[config.mk]
export PLATFORM = sky130hd
export DESIGN_NAME = wbm_regs
export DESIGN_NICKNAME = d
export VERILOG_FILES = /design/src/wbm_pkg.sv /design/src/wbm_decode.sv /design/src/wbm_regs.sv
export VERILOG_INCLUDE_DIRS = /design/src
export SDC_FILE = /design/constraint.sdc
export NUM_CORES = 1
export LEC_CHECK = 0
export ABC_AREA = 1
export BUFFER_PORTS_ARGS = -buffer_cell sky130_fd_sc_hd__buf_4
export CELL_PAD_IN_SITES_DETAIL_PLACEMENT = 0
export CELL_PAD_IN_SITES_GLOBAL_PLACEMENT = 1
export CORE_ASPECT_RATIO = 0.8
export CORE_UTILIZATION = 41
export DETAILED_ROUTE_END_ITERATION = 10
export PLACE_DENSITY = 0.86
export REMOVE_ABC_BUFFERS = 1
export SLEW_MARGIN = 30
export SYNTH_ARGS = -nofsm -noshare
export SYNTH_HDL_FRONTEND = slang
export SYNTH_HIERARCHICAL = 1
export SYNTH_SLANG_ARGS = --single-unit
[constraint.sdc]
create_clock -name clk_i -period 3.9 [get_ports clk_i]
set_input_delay 0.78 -clock clk_i [delete_from_list [all_inputs] [get_ports clk_i]]
set_output_delay 0.78 -clock clk_i [all_outputs]
set_load 0.005 [all_outputs]
[src/wbm_defs.svh]
// Purpose: offsets, field positions, reset values and codes of the watchdog/bus mode registers
// Assumes: 7-bit register addresses and 16-bit register words from the serial decoder
// Notes: definitions only

`ifndef WBM_DEFS_SVH
`define WBM_DEFS_SVH

// register addresses
`define WBM_ADDR_HW 7'h02
`define WBM_ADDR_WD 7'h03
`define WBM_ADDR_BUS 7'h04

// watchdog setup word fields
`define WBM_WD_CHECKSUM 15
`define WBM_WD_STOP_LO 6
`define WBM_WD_KIND 5
`define WBM_WD_BUS_WAKE 4
`define WBM_WD_PER_HI 2
`define WBM_WD_PER_LO 0
`define WBM_WD_WMASK 16'h8077

// bus transceiver mode word fields
`define WBM_BUS_FLASH 7
`define WBM_BUS_SLOW 6
`define WBM_BUS_TXGUARD 5
`define WBM_BUS_LIN_HI 4
`define WBM_BUS_LIN_LO 3
`define WBM_BUS_CAN2 2
`define WBM_BUS_CAN_HI 1
`define WBM_BUS_CAN_LO 0
`define WBM_BUS_WMASK 16'h00ff

// position of the high stop-disable bit in the hardware control word
`define WBM_HW_STOP_HI 2

// reset and forced values
`define WBM_WD_RST 16'h0014
`define WBM_WD_RESTART 16'h0004
`define WBM_BUS_RST 16'h0000
`define WBM_BUS_DEV_RST 16'h0019

// transceiver mode codes (low two bits of each field)
`define WBM_MODE_OFF 2'h0
`define WBM_MODE_WAKE 2'h1
`define WBM_MODE_RECV 2'h2
`define WBM_MODE_NORM 2'h3

// period length in milliseconds per code
`define WBM_PER_0 14'd10
`define WBM_PER_1 14'd20
`define WBM_PER_2 14'd50
`define WBM_PER_3 14'd100
`define WBM_PER_4 14'd200
`define WBM_PER_5 14'd500
`define WBM_PER_6 14'd1000
`define WBM_PER_7 14'd10000

`endif

[src/wbm_pkg.sv]
// Purpose: types shared by the watchdog/bus mode register bank
// Assumes: nothing beyond the defs header
// Notes: numbers live in wbm_defs.svh

package wbm_pkg;

    // transceiver operating mode after decoding
    typedef enum logic [1:0] {
        WBM_XCVR_OFF = 2'h0,
        WBM_XCVR_WAKE = 2'h1,
        WBM_XCVR_RECV = 2'h2,
        WBM_XCVR_NORM = 2'h3
    } wbm_xcvr_mode_t;

    // watchdog flavour
    typedef enum logic {
        WBM_WD_TIMEOUT = 1'b0,
        WBM_WD_WINDOW = 1'b1
    } wbm_wd_kind_t;

    // whole state of the register bank
    typedef struct packed {
        logic init_done;
        logic [15:0] wd;
        logic [7:0] bus;
        logic stop_hi;
        logic [15:0] rdata;
        logic rhit;
        logic [13:0] period_ms;
        wbm_xcvr_mode_t can_mode;
        logic can_swk;
        wbm_xcvr_mode_t lin_mode;
        wbm_wd_kind_t wd_kind;
        logic wd_parity;
    } wbm_state_t;

endpackage : wbm_pkg

[src/wbm_decode.sv]
// Purpose: turns the stored register words into mode and timing information
// Assumes: inputs are the next stored words from the caller's next-state logic
// Notes: purely combinational; the caller registers the results

`include "wbm_defs.svh"

module wbm_decode (
    input wire logic [15:0] wd_word_i,
    input wire logic [7:0] bus_word_i,
    output logic [13:0] period_ms_o,
    output wbm_pkg::wbm_xcvr_mode_t can_mode_o,
    output logic can_swk_o,
    output wbm_pkg::wbm_xcvr_mode_t lin_mode_o,
    output wbm_pkg::wbm_wd_kind_t wd_kind_o,
    output logic wd_parity_o
);

    // period code to milliseconds
    function automatic logic [13:0] wbm_period(input logic [2:0] code);
        logic [13:0] ms;
        ms = `WBM_PER_0;
        unique case (code)
            3'h0: ms = `WBM_PER_0;
            3'h1: ms = `WBM_PER_1;
            3'h2: ms = `WBM_PER_2;
            3'h3: ms = `WBM_PER_3;
            3'h4: ms = `WBM_PER_4;
            3'h5: ms = `WBM_PER_5;
            3'h6: ms = `WBM_PER_6;
            3'h7: ms = `WBM_PER_7;
        endcase
        return ms;
    endfunction

    always_comb begin
        period_ms_o = wbm_period(wd_word_i[`WBM_WD_PER_HI:`WBM_WD_PER_LO]);
    end

    assign wd_kind_o = wbm_pkg::wbm_wd_kind_t'(wd_word_i[`WBM_WD_KIND]);

    // checksum bit counts as plain 0 or 1 in the parity
    assign wd_parity_o = ^wd_word_i;

    // code 100 and 111 fall back to off; swk only with the top bit set
    always_comb begin
        can_mode_o = wbm_pkg::WBM_XCVR_OFF;
        can_swk_o = 1'b0;
        if (!bus_word_i[`WBM_BUS_CAN2]) begin
            can_mode_o = wbm_pkg::wbm_xcvr_mode_t'(bus_word_i[`WBM_BUS_CAN_HI:`WBM_BUS_CAN_LO]);
        end else if (bus_word_i[`WBM_BUS_CAN_HI:`WBM_BUS_CAN_LO] == `WBM_MODE_WAKE ||
                     bus_word_i[`WBM_BUS_CAN_HI:`WBM_BUS_CAN_LO] == `WBM_MODE_RECV) begin
            can_mode_o = wbm_pkg::wbm_xcvr_mode_t'(bus_word_i[`WBM_BUS_CAN_HI:`WBM_BUS_CAN_LO]);
            can_swk_o = 1'b1;
        end
    end

    assign lin_mode_o = wbm_pkg::wbm_xcvr_mode_t'(bus_word_i[`WBM_BUS_LIN_HI:`WBM_BUS_LIN_LO]);

endmodule // wbm_decode

[src/wbm_regs.sv]
// Purpose: watchdog setup and bus transceiver mode registers with device side effects
// Assumes: the serial decoder hands over whole 16-bit words with one-cycle strobes
// Notes: mode-change events are one-cycle pulses from the device state machine
//        hardware events win over a software write in the same cycle
//        decoded outputs are registered together with the stored words

`include "wbm_defs.svh"

// What this block does
// - top watchdog bit feeds setting parity
// - watchdog bits fourteen to seven read zero
// - low stop-disable bit turns watchdog off
// - kind bit selects time-out or window
// - bus-wake start bit gates watchdog start
// - three-bit period code picks the period
// - reset loads watchdog word 0x0014
// - restart forces period code 100, sets wake-start per cause
// - flash bit switches off lin slope control
// - slow-edge bit picks low-slope lin
// - tx stuck guard follows its bit
// - two-bit lin mode decode
// - three-bit can mode decode with selective wake
// - top can mode bit only software-written or reset
// - sleep entry turns can normal into wake unless a system error is flagged
// - receive-only: wake on sleep, kept on stop
// - wake or off can mode left alone
// - fail-safe sets lin and can wake capable
// - reset clears bus word outside development mode; restart per cause
// - development mode resets can 001, lin 11
// - stop to normal clears high stop-disable
module wbm_regs (
    input wire logic clk_i,
    input wire logic reset_n_i,
    // register access from the serial decoder
    input wire logic [6:0] reg_addr_i,
    input wire logic [15:0] reg_wdata_i,
    input wire logic reg_wr_i,
    input wire logic reg_rd_i,
    output logic [15:0] reg_rdata_o,
    output logic reg_hit_o,
    // device mode events
    input wire logic soft_reset_i,
    input wire logic restart_entry_i,
    input wire logic restart_bus_wake_i,
    input wire logic restart_lin_hi_i,
    input wire logic failsafe_entry_i,
    input wire logic sleep_entry_i,
    input wire logic stop_entry_i,
    input wire logic stop_to_normal_i,
    input wire logic system_error_flag_i,
    input wire logic sw_dev_mode_i,
    // watchdog controls
    output logic [13:0] wd_period_ms_o,
    output wbm_pkg::wbm_wd_kind_t wd_kind_o,
    output logic wd_stop_disable_lo_o,
    output logic wd_stop_disable_hi_o,
    output logic wd_off_in_stop_o,
    output logic wd_start_on_bus_wake_o,
    output logic wd_parity_o,
    // transceiver controls
    output wbm_pkg::wbm_xcvr_mode_t can_mode_o,
    output logic selective_wake_o,
    output wbm_pkg::wbm_xcvr_mode_t lin_mode_o,
    output logic lin_slope_on_o,
    output logic lin_slow_edge_select_o,
    output logic lin_tx_stuck_guard_o
);

    wbm_pkg::wbm_state_t st_q;
    wbm_pkg::wbm_state_t st_d;

    // decoder sees the next stored words so decoded outputs line up with them
    logic [13:0] dec_period;
    wbm_pkg::wbm_xcvr_mode_t dec_can;
    logic dec_swk;
    wbm_pkg::wbm_xcvr_mode_t dec_lin;
    wbm_pkg::wbm_wd_kind_t dec_kind;
    logic dec_parity;

    wbm_decode u_decode (
        .wd_word_i(st_d.wd),
        .bus_word_i(st_d.bus),
        .period_ms_o(dec_period),
        .can_mode_o(dec_can),
        .can_swk_o(dec_swk),
        .lin_mode_o(dec_lin),
        .wd_kind_o(dec_kind),
        .wd_parity_o(dec_parity)
    );

    // address decode, used for both write and read
    function automatic logic wbm_sel(input logic [6:0] addr, input logic [6:0] target);
        return addr == target;
    endfunction

    // power-on style value of the bus word, depending on development mode
    function automatic logic [7:0] wbm_bus_reset(input logic dev);
        logic [15:0] v;
        v = dev ? `WBM_BUS_DEV_RST : `WBM_BUS_RST;
        return v[7:0];
    endfunction

    // low-power entry on the can field; top bit never touched
    function automatic logic [1:0] wbm_can_lowpower(input logic [1:0] lo, input logic sleep,
                                                     input logic system_error_flag);
        logic [1:0] r;
        r = lo;
        unique case (lo)
            `WBM_MODE_NORM: begin
                // a pending system error keeps the transceiver as it is
                if (sleep && !system_error_flag) begin
                    r = `WBM_MODE_WAKE;
                end
            end
            `WBM_MODE_RECV: begin
                // stop keeps listening; sleep falls back to wake capable
                if (sleep) begin
                    r = `WBM_MODE_WAKE;
                end
            end
            `WBM_MODE_WAKE, `WBM_MODE_OFF: begin
                // already low-power modes, left alone
                r = lo;
            end
        endcase
        return r;
    endfunction

    // software view of a watchdog write; reserved positions never reach the flops
    function automatic logic [15:0] wbm_wd_write(input logic [15:0] data);
        return data & `WBM_WD_WMASK;
    endfunction

    // software view of a bus write; the upper byte is reserved and not stored,
    // which saves eight flops that could only ever hold zero
    function automatic logic [7:0] wbm_bus_write(input logic [15:0] data);
        return data[7:0];
    endfunction

    // restart value of the watchdog word; only the wake-start bit depends on the cause
    function automatic logic [15:0] wbm_wd_restart(input logic bus_wake);
        logic [15:0] v;
        // period code 100, everything else cleared
        v = `WBM_WD_RESTART;
        v[`WBM_WD_BUS_WAKE] = bus_wake;
        return v;
    endfunction

    // restart value of the bus word: slope options and can bit 2 survive, the top lin
    // mode bit follows the restart cause, the rest is cleared
    function automatic logic [7:0] wbm_bus_restart(input logic [7:0] bus, input logic lin_hi);
        logic [7:0] v;
        v = bus;
        v[`WBM_BUS_TXGUARD] = 1'b0;
        v[`WBM_BUS_LIN_HI] = lin_hi;
        v[`WBM_BUS_LIN_LO] = 1'b0;
        v[`WBM_BUS_CAN_HI:`WBM_BUS_CAN_LO] = `WBM_MODE_OFF;
        return v;
    endfunction

    // fail-safe value of the bus word: both transceivers wake capable so that the
    // device can always be woken again; option bits and can bit 2 are kept
    function automatic logic [7:0] wbm_bus_failsafe(input logic [7:0] bus);
        logic [7:0] v;
        v = bus;
        v[`WBM_BUS_LIN_HI:`WBM_BUS_LIN_LO] = `WBM_MODE_WAKE;
        v[`WBM_BUS_CAN_HI:`WBM_BUS_CAN_LO] = `WBM_MODE_WAKE;
        return v;
    endfunction

    // read multiplexer: bit 16 is the hit flag, bits 15:0 the data; unmapped reads
    // return zero without a hit so a wrong address cannot look like a cleared register
    function automatic logic [16:0] wbm_read(input logic [6:0] addr, input logic [15:0] wd,
                                             input logic [7:0] bus, input logic stop_hi);
        logic [16:0] r;
        r = 17'h00000;
        if (wbm_sel(addr, `WBM_ADDR_WD)) begin
            r = {1'b1, wd & `WBM_WD_WMASK};
        end else if (wbm_sel(addr, `WBM_ADDR_BUS)) begin
            r = {1'b1, 8'h00, bus};
        end else if (wbm_sel(addr, `WBM_ADDR_HW)) begin
            // only the high stop-disable bit lives here; the rest reads zero
            r[16] = 1'b1;
            r[`WBM_HW_STOP_HI] = stop_hi;
        end else begin
            // unmapped: no hit, zero data
            r = 17'h00000;
        end
        return r;
    endfunction

    // priority, lowest first: software write, stop-to-normal clear, low-power entry,
    // fail-safe, restart, reset; each later stage starts from what the earlier ones
    // left, except the low-power can field and can bit 2, which come from the stored
    // word, so a hardware event always wins over a write in the same cycle
    // reset stands last because it must leave its values whatever else happened
    // the words are settled before the decoded fields are taken, which keeps the
    // registered decode in step with the registered words at the same edge
    // limitation: two events in one cycle are merged, not queued

    // next-state logic: software write first, hardware events override it
    always_comb begin
        logic wr_wd;
        logic wr_bus;
        logic wr_hw;
        logic [15:0] wd_n;
        logic [7:0] bus_n;
        wr_wd = reg_wr_i && wbm_sel(reg_addr_i, `WBM_ADDR_WD);
        wr_bus = reg_wr_i && wbm_sel(reg_addr_i, `WBM_ADDR_BUS);
        wr_hw = reg_wr_i && wbm_sel(reg_addr_i, `WBM_ADDR_HW);
        st_d = st_q;
        wd_n = st_q.wd;
        bus_n = st_q.bus;

        if (wr_wd) begin
            wd_n = wbm_wd_write(reg_wdata_i);
        end
        // upper byte of the bus word is not stored at all
        if (wr_bus) begin
            bus_n = wbm_bus_write(reg_wdata_i);
        end
        // only the high stop-disable bit of the hardware word is kept here
        if (wr_hw) begin
            st_d.stop_hi = reg_wdata_i[`WBM_HW_STOP_HI];
        end

        // stop to normal clears high bit
        if (stop_to_normal_i) begin
            st_d.stop_hi = 1'b0;
        end

        if (sleep_entry_i || stop_entry_i) begin
            bus_n[`WBM_BUS_CAN_HI:`WBM_BUS_CAN_LO] =
                wbm_can_lowpower(st_q.bus[`WBM_BUS_CAN_HI:`WBM_BUS_CAN_LO], sleep_entry_i,
                                 system_error_flag_i);
            // relies on software choosing receive-only beforehand
            bus_n[`WBM_BUS_CAN2] = st_q.bus[`WBM_BUS_CAN2];
        end

        if (failsafe_entry_i) begin
            bus_n = wbm_bus_failsafe(bus_n);
            // top can bit left to software
            bus_n[`WBM_BUS_CAN2] = st_q.bus[`WBM_BUS_CAN2];
        end

        if (restart_entry_i) begin
            wd_n = wbm_wd_restart(restart_bus_wake_i);
            // restart clears fixed bits, lin per cause
            bus_n = wbm_bus_restart(bus_n, restart_lin_hi_i);
            // top can bit stays as written
            bus_n[`WBM_BUS_CAN2] = st_q.bus[`WBM_BUS_CAN2];
        end

        // first cycle after power-on and every soft reset
        if (soft_reset_i || !st_q.init_done) begin
            wd_n = `WBM_WD_RST;
            bus_n = wbm_bus_reset(sw_dev_mode_i);
            st_d.stop_hi = 1'b0;
        end
        st_d.init_done = 1'b1;
        st_d.wd = wd_n;
        st_d.bus = bus_n;

        // read data captured on the read strobe; unmapped reads return zero
        if (reg_rd_i) begin
            {st_d.rhit, st_d.rdata} = wbm_read(reg_addr_i, st_q.wd, st_q.bus, st_q.stop_hi);
        end

        // decoded controls registered with the words
        st_d.period_ms = dec_period;
        st_d.can_mode = dec_can;
        st_d.can_swk = dec_swk;
        st_d.lin_mode = dec_lin;
        st_d.wd_kind = dec_kind;
        st_d.wd_parity = dec_parity;
    end

    // state register; async reset takes constants only, so the development-mode strap
    // cannot be applied here: the init cycle after release loads the words instead,
    // and any write or mode event in that first cycle is overwritten; a read is still answered
    always_ff @(posedge clk_i or negedge reset_n_i) begin
        if (!reset_n_i) begin
            st_q.init_done <= 1'b0;
            st_q.wd <= `WBM_WD_RST;
            st_q.bus <= 8'h00;
            st_q.stop_hi <= 1'b0;
            st_q.rdata <= 16'h0000;
            st_q.rhit <= 1'b0;
            st_q.period_ms <= `WBM_PER_4;
            st_q.can_mode <= wbm_pkg::WBM_XCVR_OFF;
            st_q.can_swk <= 1'b0;
            st_q.lin_mode <= wbm_pkg::WBM_XCVR_OFF;
            st_q.wd_kind <= wbm_pkg::WBM_WD_TIMEOUT;
            st_q.wd_parity <= 1'b0;
        end else begin
            st_q <= st_d;
        end
    end

    // read port; data and hit stand until the next read strobe
    // so the serial side may pick them up late
    assign reg_rdata_o = st_q.rdata;
    assign reg_hit_o = st_q.rhit;

    assign wd_period_ms_o = st_q.period_ms;
    assign wd_kind_o = st_q.wd_kind;
    // parity over the whole stored word
    assign wd_parity_o = st_q.wd_parity;
    assign wd_start_on_bus_wake_o = st_q.wd[`WBM_WD_BUS_WAKE];

    // either stop-disable bit switches the watchdog off in stop
    assign wd_stop_disable_lo_o = st_q.wd[`WBM_WD_STOP_LO];
    assign wd_stop_disable_hi_o = st_q.stop_hi;
    assign wd_off_in_stop_o = st_q.wd[`WBM_WD_STOP_LO] | st_q.stop_hi;

    assign can_mode_o = st_q.can_mode;
    assign selective_wake_o = st_q.can_swk;
    assign lin_mode_o = st_q.lin_mode;
    assign lin_slope_on_o = ~st_q.bus[`WBM_BUS_FLASH];
    assign lin_slow_edge_select_o = st_q.bus[`WBM_BUS_SLOW];
    assign lin_tx_stuck_guard_o = st_q.bus[`WBM_BUS_TXGUARD];

endmodule // wbm_regs

==> load_flow_metrics.sql <==
INSERT INTO impl_metrics (metric_group, metric, value, unit) VALUES
('route', 'drtPass1Iterations', '7', ''),
('synthesis', 'ys_types', '35', ''),
('power', 'cellPowerDensity', '391', 'nW/um^2'),
('setup_path', 'cp_max_fo', '17', ''),
('route', 'drc', '1', ''),
('clocking', 'tritoncts', 'built', ''),
('layout', 'drive_gt1_frac', '0.271', ''),
('synthesis', 'yosys.area_share.xor_xnor', '0.0116', ''),
('layout', 'multi_input_area', '1110', 'sq um'),
('setup_path', 'slowest_stage', 'ha_1', ''),
('timing', 'worst_slew_pin_slew', '0.719', 'ns'),
('clocking', 'h-tree-depth', '3', ''),
('timing', 'hold_violations', '0', ''),
('setup_path', 'max_stage_delay', '0.31', 'ns'),
('timing', 'finalWorstPathRequiredPeriod', '2.93', 'ns'),
('run_status', 'outcome', 'finished, violations left', ''),
('grt', 'grt_max_degree', '58', ''),
('synthesis', 'ys_warn_count', '6', ''),
('synthesis', 'largest_family_of_logic_cells_by_synthesized_area', 'simple AND/OR/NAND/NOR gates', ''),
('power', 'power', '1.40', 'mW'),
('grt', 'globalRouteOverflowTotal', '0', ''),
('clocking', 'cts_repair_resize_count', '0', ''),
('floorplan', 'initial_core_util', '0.431', ''),
('synthesis', 'synthAdderAreaFrac', '0.0249', ''),
('synthesis', 'yosys.area.top_type_share', '0.432', ''),
('placement', 'placer_congestion', '0.829', ''),
('clocking', 'postCtsSetupRepairBufs', '0', ''),
('timing', 'setup_viol_count_final', '0', ''),
('clocking', 'cts_buffer_count', '9', ''),
('clocking', 'clk_latency', '0.33', 'ns'),
('grt', 'first_global_vias', '2200', ''),
('setup_path', 'r2r.worst_path.cells', '18', ''),
('clocking', 'clk_transition_reported_paths', '0.06', 'ns'),
('placement', 'dpl_cell_area', '3330', 'sq um'),
('timing', 'rsz0062_at_grt', 'no', ''),
('floorplan', 'fp.dieArea', '7700', 'sq um'),
('floorplan', 'num_rows', '27', ''),
('synthesis', 'synth-seq-cells', '57', ''),
('placement', 'count_of_buffers_from_port_buffering', '67', ''),
('power', 'power_leakage', '1.92', 'nW'),
('setup_path', 'worst_setup_path_end_kind', 'flip-flop', ''),
('layout', 'diodes', '0', ''),
('floorplan', 'die_height', '78.7', 'microns'),
('synthesis', 'yosysSeqAreaShare', '0.475', ''),
('run_status', 'violations', 'DRC', ''),
('synthesis', 'dominant_cell_by_count_in_the_synthesized_netlist', 'nand2_1', ''),
('synthesis', 'synthCells', '365', ''),
('route', 'route.detailed.wl_per_inst', '12.7', 'microns'),
('grt', 'grt_pass1_wl', '10300', 'microns'),
('setup_path', 'data_required_time_at_the_worst_endpoint', '4.12', 'ns'),
('setup_path', 'setup.worst_path.start_class', 'primary input', ''),
('synthesis', 'mux_cell_area_share_after_synthesis', '0', ''),
('worst_hold_path', 'worstHoldPathType', 'flip-flop to flip-flop', ''),
('synthesis', 'area_fraction_in_compound_gates_after_synthesis', '0.0593', ''),
('synthesis', 'synth_edf_count', '0', ''),
('synthesis', 'async_sr_flop_fraction', '1.00', ''),
('floorplan', 'chipWidth', '97.9', 'microns'),
('grt', 'grtUsageTotal', '0.175', ''),
('synthesis', 'synth_commonest_cells', 'nand2_1, dfrtp_1, nor2_1', ''),
('layout', 'sequential_cell_area', '1430', 'sq um'),
('timing', 'fmax', '341', 'MHz'),
('job', 'max_cap_viol_count', '0', ''),
('placement', 'detailed_place_hpwl', '4510', 'microns'),
('setup_path', 'cell_breakdown_of_the_critical_path', 'buf_4, nor2_2, nand2_2, nor2_4, nand2_4, clkinv_4, o21ai_0, nor2_1, inv_1, ha_1, inv_1, nand2_4, nand2_2, nand2_2, nand2_2, inv_1, nand2_1, nand2_1, nand3_1, nand2_1', ''),
('route', 'route.detailed.vias_per_inst', '4.58', ''),
('timing', 'setup_tns', '0', 'ns'),
('grt', 'antenna_violations_before_repair', '0', ''),
('clocking', 'max-clock-path-buffers', '2', ''),
('clocking', 'holdBufCountCts', '0', ''),
('synthesis', 'post_synth_and_or_nand_nor_area_fraction', '0.259', ''),
('route', 'remaining_antenna_violation_count', '0', '');
worst paths after layout:
kind                                        startpoint                           to  slack (ns)
setup / recovery                         reg_addr_i[5]        wd_parity_o$_DFF_PN0_        0.97
hold / removal             reg_rdata_o[15]$_DFFE_PN0P_  reg_rdata_o[15]$_DFFE_PN0P_        0.48
setup reg to reg                    st_q[63]$_DFF_PN0_        wd_parity_o$_DFF_PN0_        1.52
hold reg to reg            reg_rdata_o[15]$_DFFE_PN0P_  reg_rdata_o[15]$_DFFE_PN0P_        0.48
max in group asynchronous                    reset_n_i  wd_period_ms_o[8]$_DFF_PN0_        2.92
min in group asynchronous                    reset_n_i   reg_rdata_o[7]$_DFFE_PN0P_        0.50
cell families after synthesis:
logic type | after synthesis
and+or+nand+nor | 178
adders and majority gates | 6
buffers and inverters | 86
AOI/OAI and AO/OA | 31
DFF | 57
xor gates and xnor gates | 4
other | 3
state kept, by name (all words and copies together) (netlist names):
| signal | flops |
|---|---|
| wd_parity_o | 1 |
| can_mode_o | 2 |
| reg_rdata_o | 9 |
| wd_stop_disable_hi_o | 1 |
| wd_period_ms_o | 14 |
| wd_start_on_bus_wake_o | 1 |
| st_q | 21 |
| reg_hit_o | 1 |
| selective_wake_o | 1 |
| wd_kind_o | 1 |
| lin_slow_edge_select_o | 1 |
| lin_mode_o | 2 |
| wd_stop_disable_lo_o | 1 |
| lin_tx_stuck_guard_o | 1 |
critical path, delay by kind of cell:
| kind | cells | cell delay, ns |
|---|---|---|
| AND/OR/NAND/NOR | 13 | 1.42 |
| buffers and inverters | 5 | 0.55 |
| adder cells (fa/ha/maj) | 1 | 0.31 |
| AO/OA/AOI/OAI | 1 | 0.11 |
cell usage in the layout, fill, tap and decap left out, drive strengths merged, types with 3 or more instances in the layout:
master / n
a21oi: 7
dfrtp: 52
nor2: 49
buf: 69
o21ai: 16
ha: 6
nand2: 104
o211ai: 5
dfstp: 5
clkinv: 4
bufinv: 3
nand3: 19
inv: 39
conb: 11
clkbuf: 12
layout make-up:
| type | instances | area share |
|---|---|---|
| inverters | 42 | 0.0457 |
| clock inverters | 4 | 0.0276 |
| multi-input cells | 230 | 0.309 |
| flip-flops and latches | 57 | 0.399 |
| well taps | 87 | 0.0303 |
| clock buffers | 12 | 0.0433 |
| repair buffers | 69 | 0.144 |
through the flow:
step,setup slack [ns],cells,hold WS [ns],utilization
floorplan,1.13,329,0.468,-
global route,0.747,501,0.525,0.513
detailed placement,0.599,485,0.468,0.477
finish,0.966,501,0.481,0.513
global placement,0.675,485,0.467,0.477
CTS,0.926,501,0.486,0.513
report_power, final:
| group | internal (mW) | switching [mW] | total, mW |
|---|---|---|---|
| Clock | 0.461 | 0.243 | 0.704 |
| Combinational | 0.0382 | 0.0527 | 0.0910 |
| Sequential | 0.602 | 0.00471 | 0.606 |
| Total | 1.10 | 0.300 | 1.40 |
per-layer routing:
layer | global-route usage | up-vias | wire [microns]
met3 | 0.0651 | 2 | 457
met2 | 0.283 | 73 | 2940
met5 | 0 | - | 0
met4 | 0.0545 | 0 | 23
li1 | - | 1161 | -
met1 | 0.218 | 1059 | 2930
Note: power is estimated with default switching activity, not from simulation.
